==> src/tmo_consts.svh <==
// Register offsets, field positions, reset values and timing counts of the timer
`ifndef TMO_CONSTS_SVH
`define TMO_CONSTS_SVH

// Byte offsets on the register bus
`define TMO_OFS_CTRL 8'h00
`define TMO_OFS_CNT_LO 8'h04
`define TMO_OFS_CNT_HI 8'h08
`define TMO_OFS_GSEL 8'h0C
`define TMO_OFS_FLAG 8'h10
`define TMO_OFS_PEN 8'h14
`define TMO_OFS_CORE 8'h18
`define TMO_OFS_LCD 8'h1C

// Control register fields
`define TMO_B_POL 7
`define TMO_B_GEN 6
`define TMO_B_PS_HI 5
`define TMO_B_PS_LO 4
`define TMO_B_LPOSC 3
`define TMO_B_ASYNC 2
`define TMO_B_EXT 1
`define TMO_B_RUN 0

// Gate select register fields
`define TMO_B_GSS 1
`define TMO_B_COMP_TWO_SYNC 0

// Core interrupt control fields
`define TMO_B_GLOBAL_EN 1
`define TMO_B_PERIPH_EN 0

// Clock output control fields
`define TMO_B_LCD_RUN_SLEEP 1
`define TMO_B_LCD_EN 0

// Reset values
`define TMO_RST_CTRL 8'h00
`define TMO_RST_GSEL 2'h2
`define TMO_RST_CORE 2'h0
`define TMO_RST_LCD 2'h0

// Counter limits
`define TMO_CNT_MAX 16'hFFFF
`define TMO_CNT_ZERO 16'h0000

// Oscillator clocks per instruction cycle, minus one
`define TMO_INSTR_DIV_LAST 2'h3

`endif

==> src/tmo_pkg.sv <==
// Types shared by the timer files
package tmo_pkg;

	typedef logic [31:0] tmo_word_t;
	typedef logic [7:0] tmo_byte_t;

	// Qualifier that holds off the first rising edge of the external clock
	typedef enum logic [0:0] {
		TMO_ARM_WAIT_FALL = 1'b0,
		TMO_ARM_READY = 1'b1
	} tmo_arm_t;

endpackage

==> src/tmo_prescaler.sv <==
// Divide-by-1/2/4/8 prescaler with clear
`timescale 1ns/1ps
module tmo_prescaler (
	input wire logic clk_i,
	input wire logic nrst_i,
	input wire logic tick_i,
	input wire logic clear_i,
	input wire logic [1:0] sel_i,
	output logic pulse_o
);

	logic [2:0] cnt_r;
	logic [2:0] last;

	// Terminal count of the selected ratio
	always_comb begin
		unique case (sel_i)
			2'h0: last = 3'h0;
			2'h1: last = 3'h1;
			2'h2: last = 3'h3;
			2'h3: last = 3'h7;
		endcase
	end

	assign pulse_o = tick_i & (cnt_r >= last);

	// Hidden count; a clear drops any partial division
	always_ff @(posedge clk_i or negedge nrst_i) begin
		if (!nrst_i) begin
			cnt_r <= 3'h0;
		end else if (clear_i) begin
			cnt_r <= 3'h0;
		end else if (pulse_o) begin
			cnt_r <= 3'h0;
		end else if (tick_i) begin
			cnt_r <= cnt_r + 3'h1;
		end
	end

endmodule

==> src/tmo_sync2.sv <==
// Two flip-flop synchroniser for one pin level
`timescale 1ns/1ps
module tmo_sync2 (
	input wire logic clk_i,
	input wire logic nrst_i,
	input wire logic d_i,
	output logic q_o
);

	logic meta_r;

	// First stage is read only by the second
	always_ff @(posedge clk_i or negedge nrst_i) begin
		if (!nrst_i) begin
			meta_r <= 1'b0;
			q_o <= 1'b0;
		end else begin
			meta_r <= d_i;
			q_o <= meta_r;
		end
	end

endmodule

==> src/tmo_timer.sv <==
// Gated sixteen-bit timer and counter with an AHB-Lite register slave
//
// Contract
// Each byte read of the counter returns one coherent sample.
// Software should stop the counter before writing a counter byte.
// Gate comes from the gate pin or comparator two, chosen by a bit.
// Gate enable restricts counting to gate-active time only while running.
// Gate polarity inverts the gate whatever its source.
// Counter wraps all-ones to zero and sets the overflow flag.
// Interrupt needs overflow, peripheral and global enables all set.
// Software clears the overflow flag; hardware never does.
// Software should clear counter and flag before enabling the interrupt.
// In Sleep only asynchronous external counting keeps running.
// In Sleep an enabled overflow wakes the core; global enable vectors it. Here wake-up also needs the run bit set.
// Low-power oscillator clock feeds LCD, optionally kept running in Sleep.
// External mode needs a falling edge before the first counted rising edge.
// Prescale field divides by 1, 2, 4 or 8.
// Oscillator enable works only with internal oscillator without clock out.
// Sync bit chooses unsynchronised or synchronised external clock.
// Clock source bit picks external pin rising edge or instruction clock.
// Run bit lets the counter advance; cleared it holds its value.
// Counter bytes are not reset and keep their contents across resets.
// Any write to a counter byte clears the prescaler.
// Overflow flag sets on every wrap regardless of enables.
//
// Chosen here: the placing of the registers and the AHB-Lite register port.
`timescale 1ns/1ps
`include "tmo_consts.svh"
module tmo_timer (
	input wire logic CLK_I,
	input wire logic NRST_I,
	input wire logic HSEL_I,
	input wire tmo_pkg::tmo_word_t HADDR_I,
	input wire logic [1:0] HTRANS_I,
	input wire logic HWRITE_I,
	input wire logic [2:0] HSIZE_I,
	input wire tmo_pkg::tmo_word_t HWDATA_I,
	input wire logic HREADY_I,
	output logic HREADYOUT_O,
	output tmo_pkg::tmo_word_t HRDATA_O,
	output logic HRESP_O,
	input wire logic EXT_CLOCK_PIN_I,
	input wire logic GATE_PIN_I,
	input wire logic COMP_TWO_OUTPUT_I,
	input wire logic SLEEP_I,
	input wire logic INTOSC_NO_CLKOUT_I,
	output logic IRQ_O,
	output logic WAKE_O,
	output logic LP_OSC_EN_O,
	output logic LCD_CLK_O
);
	import tmo_pkg::*;

	////////////////////////////////////////////////////////////////////////
	// Declarations

	tmo_byte_t timer_one_control_r;
	logic [15:0] count_r;
	logic [1:0] comparator_gate_select_r;
	logic overflow_flag_r;
	logic overflow_enable_r;
	logic [1:0] core_interrupt_control_r;
	logic [1:0] lcd_clock_control_r;

	logic wr_pend_r;
	logic rd_pend_r;
	logic [7:0] addr_r;
	logic accept;
	tmo_word_t rd_val;

	logic wr_lo;
	logic wr_hi;
	logic wr_cnt;

	logic ext_s;
	logic gate_s;
	logic comp_s;
	logic ext_d_r;
	logic ext_rise;
	logic ext_fall;
	tmo_arm_t arm_r;
	logic run_d_r;
	logic ext_edge;
	logic sync_pend_r;

	logic [1:0] instr_div_r;
	logic instr_tick;
	logic src_tick;
	logic gate_raw;
	logic gate_active;
	logic sleep_ok;
	logic count_en;
	logic inc;
	logic wrap;

	logic gate_polarity;
	logic gate_enable;
	logic [1:0] prescale_select;
	logic low_power_osc_enable;
	logic sync_control;
	logic clock_source_select;
	logic run_bit;
	logic gate_source_select;
	logic periph_int_en;
	logic global_int_en;

	////////////////////////////////////////////////////////////////////////
	// Control field views

	assign gate_polarity = timer_one_control_r[`TMO_B_POL];
	assign gate_enable = timer_one_control_r[`TMO_B_GEN];
	assign prescale_select = timer_one_control_r[`TMO_B_PS_HI:`TMO_B_PS_LO];
	assign low_power_osc_enable = timer_one_control_r[`TMO_B_LPOSC];
	assign sync_control = timer_one_control_r[`TMO_B_ASYNC];
	assign clock_source_select = timer_one_control_r[`TMO_B_EXT];
	assign run_bit = timer_one_control_r[`TMO_B_RUN];
	assign gate_source_select = comparator_gate_select_r[`TMO_B_GSS];
	assign periph_int_en = core_interrupt_control_r[`TMO_B_PERIPH_EN];
	assign global_int_en = core_interrupt_control_r[`TMO_B_GLOBAL_EN];

	////////////////////////////////////////////////////////////////////////
	// AHB-Lite slave

	// Address phase taken only when the bus is ready
	assign accept = HSEL_I & HTRANS_I[1] & HREADY_I;

	// Writes are zero-wait; reads take one wait so a prior write is seen
	always_ff @(posedge CLK_I or negedge NRST_I) begin
		if (!NRST_I) begin
			wr_pend_r <= 1'b0;
			rd_pend_r <= 1'b0;
			addr_r <= 8'h00;
			HREADYOUT_O <= 1'b1;
		end else begin
			wr_pend_r <= accept & HWRITE_I;
			rd_pend_r <= accept & ~HWRITE_I;
			HREADYOUT_O <= ~(accept & ~HWRITE_I);
			if (accept) begin
				addr_r <= {HADDR_I[7:2], 2'h0};
			end
		end
	end

	// Error response is never used
	always_ff @(posedge CLK_I or negedge NRST_I) begin
		if (!NRST_I) begin
			HRESP_O <= 1'b0;
		end else begin
			HRESP_O <= 1'b0;
		end
	end

	// Read mux; unmapped words read zero
	always_comb begin
		rd_val = 32'h0000_0000;
		unique case (addr_r)
			`TMO_OFS_CTRL: rd_val[7:0] = timer_one_control_r;
			`TMO_OFS_CNT_LO: rd_val[7:0] = count_r[7:0];
			`TMO_OFS_CNT_HI: rd_val[7:0] = count_r[15:8];
			`TMO_OFS_GSEL: rd_val[1:0] = comparator_gate_select_r;
			`TMO_OFS_FLAG: rd_val[0] = overflow_flag_r;
			`TMO_OFS_PEN: rd_val[0] = overflow_enable_r;
			`TMO_OFS_CORE: rd_val[1:0] = core_interrupt_control_r;
			`TMO_OFS_LCD: rd_val[1:0] = lcd_clock_control_r;
			default: rd_val = 32'h0000_0000;
		endcase
	end

	// Whole-clock sample, so a byte never mixes two counts
	always_ff @(posedge CLK_I or negedge NRST_I) begin
		if (!NRST_I) begin
			HRDATA_O <= 32'h0000_0000;
		end else if (rd_pend_r) begin
			HRDATA_O <= rd_val;
		end
	end

	////////////////////////////////////////////////////////////////////////
	// Configuration registers

	// Plain read/write configuration words
	always_ff @(posedge CLK_I or negedge NRST_I) begin
		if (!NRST_I) begin
			timer_one_control_r <= `TMO_RST_CTRL;
			comparator_gate_select_r <= `TMO_RST_GSEL;
			overflow_enable_r <= 1'b0;
			core_interrupt_control_r <= `TMO_RST_CORE;
			lcd_clock_control_r <= `TMO_RST_LCD;
		end else if (wr_pend_r) begin
			unique case (addr_r)
				`TMO_OFS_CTRL: timer_one_control_r <= HWDATA_I[7:0];
				`TMO_OFS_GSEL: comparator_gate_select_r <= HWDATA_I[1:0];
				`TMO_OFS_PEN: overflow_enable_r <= HWDATA_I[0];
				`TMO_OFS_CORE: core_interrupt_control_r <= HWDATA_I[1:0];
				`TMO_OFS_LCD: lcd_clock_control_r <= HWDATA_I[1:0];
				default: ;
			endcase
		end
	end

	assign wr_lo = wr_pend_r & (addr_r == `TMO_OFS_CNT_LO);
	assign wr_hi = wr_pend_r & (addr_r == `TMO_OFS_CNT_HI);
	assign wr_cnt = wr_lo | wr_hi;

	////////////////////////////////////////////////////////////////////////
	// Pin synchronisers

	tmo_sync2 u_sync_ext (
		.clk_i(CLK_I),
		.nrst_i(NRST_I),
		.d_i(EXT_CLOCK_PIN_I),
		.q_o(ext_s)
	);

	tmo_sync2 u_sync_gate (
		.clk_i(CLK_I),
		.nrst_i(NRST_I),
		.d_i(GATE_PIN_I),
		.q_o(gate_s)
	);

	tmo_sync2 u_sync_comp (
		.clk_i(CLK_I),
		.nrst_i(NRST_I),
		.d_i(COMP_TWO_OUTPUT_I),
		.q_o(comp_s)
	);

	////////////////////////////////////////////////////////////////////////
	// Clock sources

	// Instruction clock: one tick per four oscillator clocks, halted in Sleep
	always_ff @(posedge CLK_I or negedge NRST_I) begin
		if (!NRST_I) begin
			instr_div_r <= 2'h0;
		end else begin
			instr_div_r <= instr_div_r + 2'h1;
		end
	end

	assign instr_tick = (instr_div_r == `TMO_INSTR_DIV_LAST) & ~SLEEP_I;

	// Edge detect on the synchronised pin
	always_ff @(posedge CLK_I or negedge NRST_I) begin
		if (!NRST_I) begin
			ext_d_r <= 1'b0;
			run_d_r <= 1'b0;
		end else begin
			ext_d_r <= ext_s;
			run_d_r <= run_bit;
		end
	end

	assign ext_rise = ext_s & ~ext_d_r;
	assign ext_fall = ~ext_s & ext_d_r;

	// Arming: reset, counter write or enable wait for a falling edge
	always_ff @(posedge CLK_I or negedge NRST_I) begin
		if (!NRST_I) begin
			arm_r <= TMO_ARM_WAIT_FALL;
		end else if (wr_cnt || (run_bit && !run_d_r)) begin
			arm_r <= TMO_ARM_WAIT_FALL;
		end else begin
			unique case (arm_r)
				TMO_ARM_WAIT_FALL: if (ext_fall) begin
					arm_r <= TMO_ARM_READY;
				end
				TMO_ARM_READY: arm_r <= TMO_ARM_READY;
			endcase
		end
	end

	// A rising edge counts only once armed
	assign ext_edge = ext_rise & (arm_r == TMO_ARM_READY);

	// Synchronised mode defers the edge to the next instruction tick;
	// the trade-off is up to three clocks of latency per count
	always_ff @(posedge CLK_I or negedge NRST_I) begin
		if (!NRST_I) begin
			sync_pend_r <= 1'b0;
		end else if (instr_tick || wr_cnt) begin
			sync_pend_r <= 1'b0;
		end else if (ext_edge) begin
			sync_pend_r <= 1'b1;
		end
	end

	// Source pick; sync bit matters only for the external clock
	always_comb begin
		if (!clock_source_select) begin
			src_tick = instr_tick;
		end else if (sync_control) begin
			src_tick = ext_edge;
		end else begin
			src_tick = instr_tick & (sync_pend_r | ext_edge);
		end
	end

	////////////////////////////////////////////////////////////////////////
	// Gate and count enable

	assign gate_raw = gate_source_select ? comp_s : gate_s;
	assign gate_active = gate_polarity ? gate_raw : ~gate_raw;

	// Only the asynchronous external counter survives Sleep
	assign sleep_ok = ~SLEEP_I | (clock_source_select & sync_control);

	// Gate enable is ignored while stopped, since run gates all
	assign count_en = run_bit & (~gate_enable | gate_active) & sleep_ok;

	tmo_prescaler u_presc (
		.clk_i(CLK_I),
		.nrst_i(NRST_I),
		.tick_i(src_tick & count_en),
		.clear_i(wr_cnt),
		.sel_i(prescale_select),
		.pulse_o(inc)
	);

	assign wrap = inc & (count_r == `TMO_CNT_MAX);

	////////////////////////////////////////////////////////////////////////
	// Counter

	// No reset: contents survive every reset and start unknown.
	// A write racing an increment wins; software must stop the timer first.
	always_ff @(posedge CLK_I) begin
		if (wr_lo) begin
			count_r[7:0] <= HWDATA_I[7:0];
		end else if (wr_hi) begin
			count_r[15:8] <= HWDATA_I[7:0];
		end else if (wrap) begin
			count_r <= `TMO_CNT_ZERO;
		end else if (inc) begin
			count_r <= count_r + 16'h0001;
		end
	end

	////////////////////////////////////////////////////////////////////////
	// Overflow flag and core signalling

	// Set on each wrap, whatever the enables; a set beats a clear
	always_ff @(posedge CLK_I or negedge NRST_I) begin
		if (!NRST_I) begin
			overflow_flag_r <= 1'b0;
		end else if (wrap) begin
			overflow_flag_r <= 1'b1;
		end else if (wr_pend_r && (addr_r == `TMO_OFS_FLAG)) begin
			overflow_flag_r <= HWDATA_I[0];
		end
	end

	// Interrupt request and wake-up from the sticky flag
	always_ff @(posedge CLK_I or negedge NRST_I) begin
		if (!NRST_I) begin
			IRQ_O <= 1'b0;
			WAKE_O <= 1'b0;
		end else begin
			IRQ_O <= overflow_flag_r & overflow_enable_r & periph_int_en
				& global_int_en;
			WAKE_O <= SLEEP_I & run_bit & overflow_flag_r & overflow_enable_r
				& periph_int_en;
		end
	end

	////////////////////////////////////////////////////////////////////////
	// Low-power oscillator and LCD clock

	// The oscillator pins carry the crystal clock seen on the external pin
	always_ff @(posedge CLK_I or negedge NRST_I) begin
		if (!NRST_I) begin
			LP_OSC_EN_O <= 1'b0;
			LCD_CLK_O <= 1'b0;
		end else begin
			LP_OSC_EN_O <= low_power_osc_enable & INTOSC_NO_CLKOUT_I;
			LCD_CLK_O <= LP_OSC_EN_O & lcd_clock_control_r[`TMO_B_LCD_EN] & ext_s
				& (~SLEEP_I | lcd_clock_control_r[`TMO_B_LCD_RUN_SLEEP]);
		end
	end

endmodule

==> config.mk <==
export PLATFORM = sky130hd
export DESIGN_NAME = tmo_timer
export DESIGN_NICKNAME = d
export VERILOG_FILES = /design/src/tmo_pkg.sv /design/src/tmo_prescaler.sv /design/src/tmo_sync2.sv /design/src/tmo_timer.sv
export VERILOG_INCLUDE_DIRS = /design/src
export SDC_FILE = /design/constraint.sdc
export NUM_CORES = 1
export LEC_CHECK = 0
export ABC_AREA = 1
export BUFFER_PORTS_ARGS = -buffer_cell sky130_fd_sc_hd__buf_2
export CAP_MARGIN = 25
export CORE_MARGIN = 1
export CORE_UTILIZATION = 55
export DETAILED_ROUTE_END_ITERATION = 6
export PLACE_DENSITY_LB_ADDON = 0.3
export SLEW_MARGIN = 10
export SYNTH_ARGS = -nofsm -noshare
export SYNTH_HDL_FRONTEND = slang
export SYNTH_HIERARCHICAL = 1
export SYNTH_SLANG_ARGS = --single-unit
==> constraint.sdc <==
create_clock -name CLK_I -period 3.8 [get_ports CLK_I]
set_input_delay 0.57 -clock CLK_I [delete_from_list [all_inputs] [get_ports CLK_I]]
set_output_delay 0.57 -clock CLK_I [all_outputs]
set_load 0.02 [all_outputs]
Yosys cells after proc, flatten, opt, wreduce, memory -nomap -nowiden
Cells that the tools add are included.
{ "totals": {"wordCells": 130, "out_inout_bits": 38, "input_bits": 79, "register_bits": 68} }
{ "op_classes": {"n_mux": 23, "n_addsub": 3, "reduce_logical": 19, "bitwise_logic": 42, "magnitude_cmp": 1, "eq_ne": 13} }
{ "op_table": {"columns": ["cell", "n"], "rows": [
  ["16-bit two-way mux", 2],
  ["1-bit AND", 28],
  ["6-bit by 3-bit == test with 1-bit output, second input constant", 4],
  ["8-bit two-way mux", 3],
  ["6-bit case mux with 3 select lines", 1],
  ["16-bit by 1-bit adder with 16-bit output, second input constant", 1],
  ["16-bit == test, second input constant", 1],
  ["2-bit AND reduction", 7],
  ["6-bit by 2-bit == test with 1-bit output, second input constant", 2],
  ["3-bit case mux with 4 select lines", 1],
  ["1-bit two-way mux", 10],
  ["3-bit two-way mux", 3],
  ["1-bit NOT", 9],
  ["3-bit nonzero test", 3],
  ["8-bit logical NOT", 1],
  ["1-bit case mux with 8 select lines", 1],
  ["2-bit == test, second input constant", 3],
  ["6-bit by 1-bit == test with 1-bit output, second input constant", 1],
  ["1-bit case mux with 6 select lines", 1],
  ["1-bit bitwise OR", 5],
  ["2-bit nonzero test", 2],
  ["3-bit by 1-bit adder with 3-bit output, second input constant", 1],
  ["3-bit greater-or-equal comparator", 1],
  ["2-bit by 1-bit adder with 2-bit output, second input constant", 1],
  ["7 further kinds", 9]
]} }

Depth between registers and ports, before layout
{ "logic_depth": {"depth_word": 13, "depth_mapped": 14, "ltp_nobuf": 14} }

Cells and area by module
The synthesis kept the hierarchy.
{ "by_module_without_submodules": {"columns": ["module", "seq_area_each_um2", "area_each_um2", "cells_per_inst", "n_inst"], "rows": [
  ["tmo_timer", 1559.0, 3305.7, 391, 1],
  ["tmo_prescaler", 75.1, 239.0, 33, 1],
  ["tmo_sync2", 50.0, 50.0, 2, 3]
]} }

Least setup slack after synthesis
OpenSTA, ideal clock, no wires.
{ "synth_path": {"kind": "input-to-reg", "start": "in SLEEP_I", "end": "reg count_r[0], enable pin", "arrival_ns": 2.024, "path_buffers": 0, "stages": 8, "slack_ns": 1.392, "setup_time_ns": 0.384, "t_required_ns": 3.416, "path_cell_list": "inv_1 nand2_1 o21ai_0 nand3_1 nor2_1 a21boi_0 inv_1 o21ai_0"} }
{ "synth_via": {"elab_chain_cells": 10, "elab_cells_between_ends": 12, "classes_between": "mux (2); bitwise (8); reduce/logical (2)"} }
{ "synth_rtl": {"columns": ["item", "line_no", "rtl"], "rows": [
  ["from (decl)", "tmo_timer.sv:45", "input wire logic SLEEP_I,"],
  ["1-bit NOT (*)", "tmo_timer.sv:241, tmo_timer.sv:306", null],
  ["1-bit AND", "tmo_timer.sv:241", "assign instr_tick = (instr_div_r == `TMO_INSTR_DIV_LAST) & ~SLEEP_I;"],
  ["1-bit AND", "tmo_timer.sv:295", "src_tick = instr_tick & (sync_pend_r | ext_edge);"],
  ["1-bit two-way mux", "tmo_timer.sv:292", "end else if (sync_control) begin"],
  ["1-bit two-way mux", "tmo_timer.sv:290", "if (!clock_source_select) begin"],
  ["1-bit AND (*)", "tmo_timer.sv:314", ".tick_i(src_tick & count_en),"],
  ["1-bit AND (*)", "tmo_prescaler.sv:25", "assign pulse_o = tick_i & (cnt_r >= last);"],
  ["via inc", "tmo_timer.sv:93", "logic inc;"],
  ["1-bit AND", "tmo_timer.sv:320", "assign wrap = inc & (count_r == `TMO_CNT_MAX);"],
  ["3-bit nonzero test (no source line) (*)", null, null],
  ["2-bit AND reduction (no source line) (*)", null, null],
  ["to (signal assigned)", "tmo_timer.sv:329", "count_r[7:0] <= HWDATA_I[7:0];"],
  ["to (signal assigned)", "tmo_timer.sv:333", "count_r <= `TMO_CNT_ZERO;"],
  ["to (signal assigned)", "tmo_timer.sv:335", "count_r <= count_r + 16'h0001;"],
  ["to (decl)", "tmo_timer.sv:58", "logic [15:0] count_r;"]
]} }
The timed path passes the listed nets; every way through them passes the cells marked *.
A chain may end at the register's enable or synchronous reset.

Worst setup path after layout
{ "layout_path": {"start": "reg comparator_gate_select_r[1]", "end": "reg count_r[0] (data pin)"} }
{ "layout_via": {"elab_chain_cells": 12} }
{ "layout_rtl": {"columns": ["item", "line_no", "rtl"], "rows": [
  ["from (decl)", "tmo_timer.sv:59", "logic [1:0] comparator_gate_select_r;"],
  ["from (signal assigned)", "tmo_timer.sv:185", "comparator_gate_select_r <= `TMO_RST_GSEL;"],
  ["from (signal assigned)", "tmo_timer.sv:192", "`TMO_OFS_GSEL: comparator_gate_select_r <= HWDATA_I[1:0];"],
  ["1-bit two-way mux (*)", "tmo_timer.sv:302", "assign gate_raw = gate_source_select ? comp_s : gate_s;"],
  ["1-bit NOT", "tmo_timer.sv:303", "assign gate_active = gate_polarity ? gate_raw : ~gate_raw;"],
  ["1-bit two-way mux (*)", "tmo_timer.sv:303", null],
  ["1-bit bitwise OR (*)", "tmo_timer.sv:309", "assign count_en = run_bit & (~gate_enable | gate_active) & sleep_ok;"],
  ["1-bit AND (*) (2 in series)", "tmo_timer.sv:309", null],
  ["1-bit AND (*)", "tmo_timer.sv:314", null],
  ["1-bit AND (*)", "tmo_prescaler.sv:25", null],
  ["via inc", "tmo_timer.sv:93", null],
  ["1-bit AND (*)", "tmo_timer.sv:320", null],
  ["16-bit two-way mux (*)", "tmo_timer.sv:332", "end else if (wrap) begin"],
  ["8-bit two-way mux (*)", "tmo_timer.sv:330", "end else if (wr_hi) begin"],
  ["8-bit two-way mux (*)", "tmo_timer.sv:328", "if (wr_lo) begin"]
]} }
The timed path passes the listed nets; every way through them passes the cells marked *. The select of a mux whose other input is x is not followed.

==> impl_metrics.env <==
export IMPL_synth_area_per_cell_um2=8.59
export IMPL_die_w_um=84.0
export IMPL_drv_cap=0
export IMPL_place_inst=540
export IMPL_p_int_mw=1.21
export IMPL_fin_cells=556
export IMPL_setup_viol=0
export IMPL_hold_buffers=0
export IMPL_finClkSkew_ns=0.00934
export IMPL_post_cts_buffers=0
export IMPL_yosys_warnings=6
export IMPL_cts_sinks=68
export IMPL_ctsResizeCount=0
export IMPL_design_core_area_um2=6420
export IMPL_post_drt_wl_per_cell_um=13.6
export IMPL_ys_types=40
export IMPL_cp_max_fo=7
export IMPL_p_leak_nw=2.11
export IMPL_status="finished with violations"
export IMPL_grt_start_max_net_pins=33
export IMPL_die_area_um2=7050
export IMPL_viasPerCell=5.19
export IMPL_antenna_cells=0
export IMPL_drtIter0Drc=225
export IMPL_timing_fmax_mhz=381
export IMPL_violations="design-rule violations"
export IMPL_ctsRootBufferMaster="clkbuf_8"
export IMPL_clkLatencyLatePin_ns=0.34
export IMPL_grt_ovfl_total=0
export IMPL_drv_slew=0
export IMPL_grt_pass1_wl_um=12700
export IMPL_area_delta_synth_final_pct=10.1
export IMPL_hold_path_class="input port to asynchronous set/reset pin"
export IMPL_period_share_pct=69.0
export IMPL_syn_area_um2=3690
export IMPL_drc=18
export IMPL_required_ns=3.89
export IMPL_first_pass_iters=7
export IMPL_vias=2888
export IMPL_antenna_found_initial=0
export IMPL_critical_path_arrival_ns=2.72
export IMPL_cts_tree="yes"
export IMPL_synth_seq_cells=68
export IMPL_crit_path_end_kind="flip-flop"
export IMPL_path_class="flip-flop to flip-flop"
export IMPL_clkTransAtPathRegs_ns=0.07
export IMPL_slew_headroom_pct=64.4
export IMPL_tightest_slew_ns=0.533
export IMPL_initial_core_util_pct=57.5
export IMPL_io_buffers=37
export IMPL_finalCriticalPeriod_ns=2.62
export IMPL_die_h_um=84.0
export IMPL_grt_pass1_vias=2700
export IMPL_track_usage_pct=23.3
export IMPL_cts_buffer_depth=2
export IMPL_syn_inst=430
export IMPL_power_share_clock_pct=36.2
export IMPL_switchingPower_mw=0.472
export IMPL_finalHoldViolations=0
export IMPL_drive_above_1_share_pct=20.9
export IMPL_tns_ns=0
export IMPL_numCtsBuffers=9
export IMPL_worst_setup_path_start_kind="flip-flop"
export IMPL_place_congestion=0.888
export IMPL_dp_hpwl_um=5600
export IMPL_routed_wl_um=7560
export IMPL_synth_seq_area_share_pct=48.3
export IMPL_seqPwrFrac_pct=50.2
export IMPL_nets=559
export IMPL_row_count=29
export IMPL_ant_nets=0
export IMPL_vdd_drop_max_uv=269
export IMPL_pin_count=117
export IMPL_combPwrFrac_pct=13.6
export IMPL_rsz0062_at_grt="false"
export IMPL_p_sw_share_pct=28.1
export IMPL_powerDensity_nw_per_um2=413
export IMPL_cts_max_level=3
## layer usage
| metal | track usage (%) | wire, um | vias to the layer above |
|---|---|---|---|
| li1 | - | - | 1420 |
| met1 | 31.1 | 3420 | 1338 |
| met2 | 37.4 | 3560 | 114 |
| met3 | 4.85 | 392 | 16 |
| met4 | 8.62 | 179 | 0 |
| met5 | 0 | 0 | - |
## final timing paths
path | startpoint | endpoint | slack (ns) | depth (start not counted)
max | comparator_gate_select_r[1]$_DFFE_PN1P_ | count_r[0]$_DFFE_PP_ | 1.18 | 12
min | NRST_I | comparator_gate_select_r[0]$_DFFE_PN0P_ | 0.17 | 1
max reg2reg | comparator_gate_select_r[1]$_DFFE_PN1P_ | count_r[0]$_DFFE_PP_ | 1.18 | 12
min reg2reg | u_sync_comp/meta_r$_DFF_PN0_ | u_sync_comp/q_o$_DFF_PN0_ | 0.35 | 0
max in group asynchronous | NRST_I | HREADYOUT_O$_DFF_PN1_ | 3.03 | 2
min in group CLK_I | GATE_PIN_I | u_sync_gate/meta_r$_DFF_PN0_ | 0.33 | 1
## layout make-up
| cell class | instances | area, um2 |
|---|---|---|
| multi-input combinational | 307 | 1570 |
| clock buffer | 14 | 195 |
| sequential | 68 | 1780 |
| timing repair buffer | 40 | 220 |
| tap | 77 | 96.3 |
| clock inverter | 2 | 12.5 |
| inverter | 48 | 188 |
| fill | 547 | 2350 |
## sequential cells by signal, indices dropped and copies added, names as in the netlist, 2 cells and up
register                  flops
u_presc/cnt_r                 3
core_interrupt_control_r      2
lcd_clock_control_r           2
addr_r                        6
instr_div_r                   2
HRDATA_O                      8
comparator_gate_select_r      2
count_r                      16
timer_one_control_r           8
## power groups by stage
| stage | Clock (mW) | Sequential [mW] | Combinational [mW] |
|---|---|---|---|
| finish | 0.608 | 0.845 | 0.229 |
| global route | 0.645 | 0.850 | 0.259 |
| CTS | 0.616 | 0.845 | 0.231 |
| detailed placement | 0 | 0.859 | 0.229 |
| global placement | 0 | 0.856 | 0.217 |
| floorplan | 0 | 0.859 | 0.172 |
## critical path, stage by stage (launching register included)
cell	delay, ns
dfstp_2	0.56
o21ai_0	0.16
o21ai_0	0.18
a21oi_1	0.06
nor2_1	0.34
a21boi_0	0.30
inv_1	0.13
nor3_1	0.14
nand2_1	0.11
nor2_4	0.16
inv_2	0.07
nand2_2	0.11
o21ai_2	0.06
## cells in the final DEF (no fill, tap or decap), types with 2 or more instances in the layout
master / Yosys / routed
a21oi_1: 11 / 11
buf_2: 2 / 37
buf_4: 26 / 2
clkbuf_1: 0 / 2
clkbuf_16: 0 / 2
clkbuf_8: 0 / 10
conb_1: 1 / 25
dfrtp_1: 50 / 50
dfstp_2: 2 / 2
edfxtp_1: 16 / 16
ha_1: 6 / 6
inv_1: 41 / 41
inv_2: 5 / 5
mux2_2: 2 / 2
nand2_1: 117 / 117
nand2_2: 9 / 9
nand2_4: 3 / 3
nand3_1: 33 / 33
nand3b_1: 2 / 2
nand4_1: 3 / 3
nor2_1: 30 / 30
nor2_2: 4 / 4
nor2_4: 5 / 5
nor3_1: 4 / 4
o211ai_1: 4 / 4
o21ai_0: 19 / 19
o21ai_1: 7 / 7
o21ai_2: 9 / 9
xor2_1: 5 / 5
## per-stage QoR
stage	total power, mW	area [um2]	util [%]	hold slack [ns]	worst slack (ns)
after floorplan	1.03	3780	-	0.274	1.39
after global routing	1.75	4070	63.4	0.208	0.964
after global placement	1.07	3840	59.8	0.335	1.12
after detailed placement	1.09	3860	60.1	0.335	1.09
final	1.68	4070	63.4	0.174	1.18
after CTS	1.69	4070	63.4	0.182	1.15
## cell families (layout without fill, tap and decap cells)
kind of cell	count (synthesis)	in the layout	synth area share, %
buf+inv	79	104	11.6
simple gates	214	214	27.0
mux	2	2	0.610
other cells	1	25	0.101
flops	68	68	48.3
fa+ha+maj	6	6	2.03
compound gates	54	54	9.01
xor+xnor	6	6	1.42
## synthesized netlist by cell type (all sizes together)
master  instances  area share (%)
o2111a          1            0.30
or2             1            0.17
mux2            2            0.61
a21oi          11             1.5
dfrtp          50              34
xor2            5             1.2
edfxtp         16              13
buf            31             6.5
nand2         129              14
nand4           3            0.51
o31ai           1            0.20
a21boi          1            0.20
xnor2           1            0.24
nor3            4            0.54
nand3          35             5.2
nor2           40             5.8
ha              6             2.0
o211ai          5             1.2
nand3b          2            0.41
inv            47             4.8
o21ai          35             5.7
dfstp           2             1.4
clkinv          1            0.24
conb            1            0.10
No activity file was read; power rests on OpenSTA's default activity.
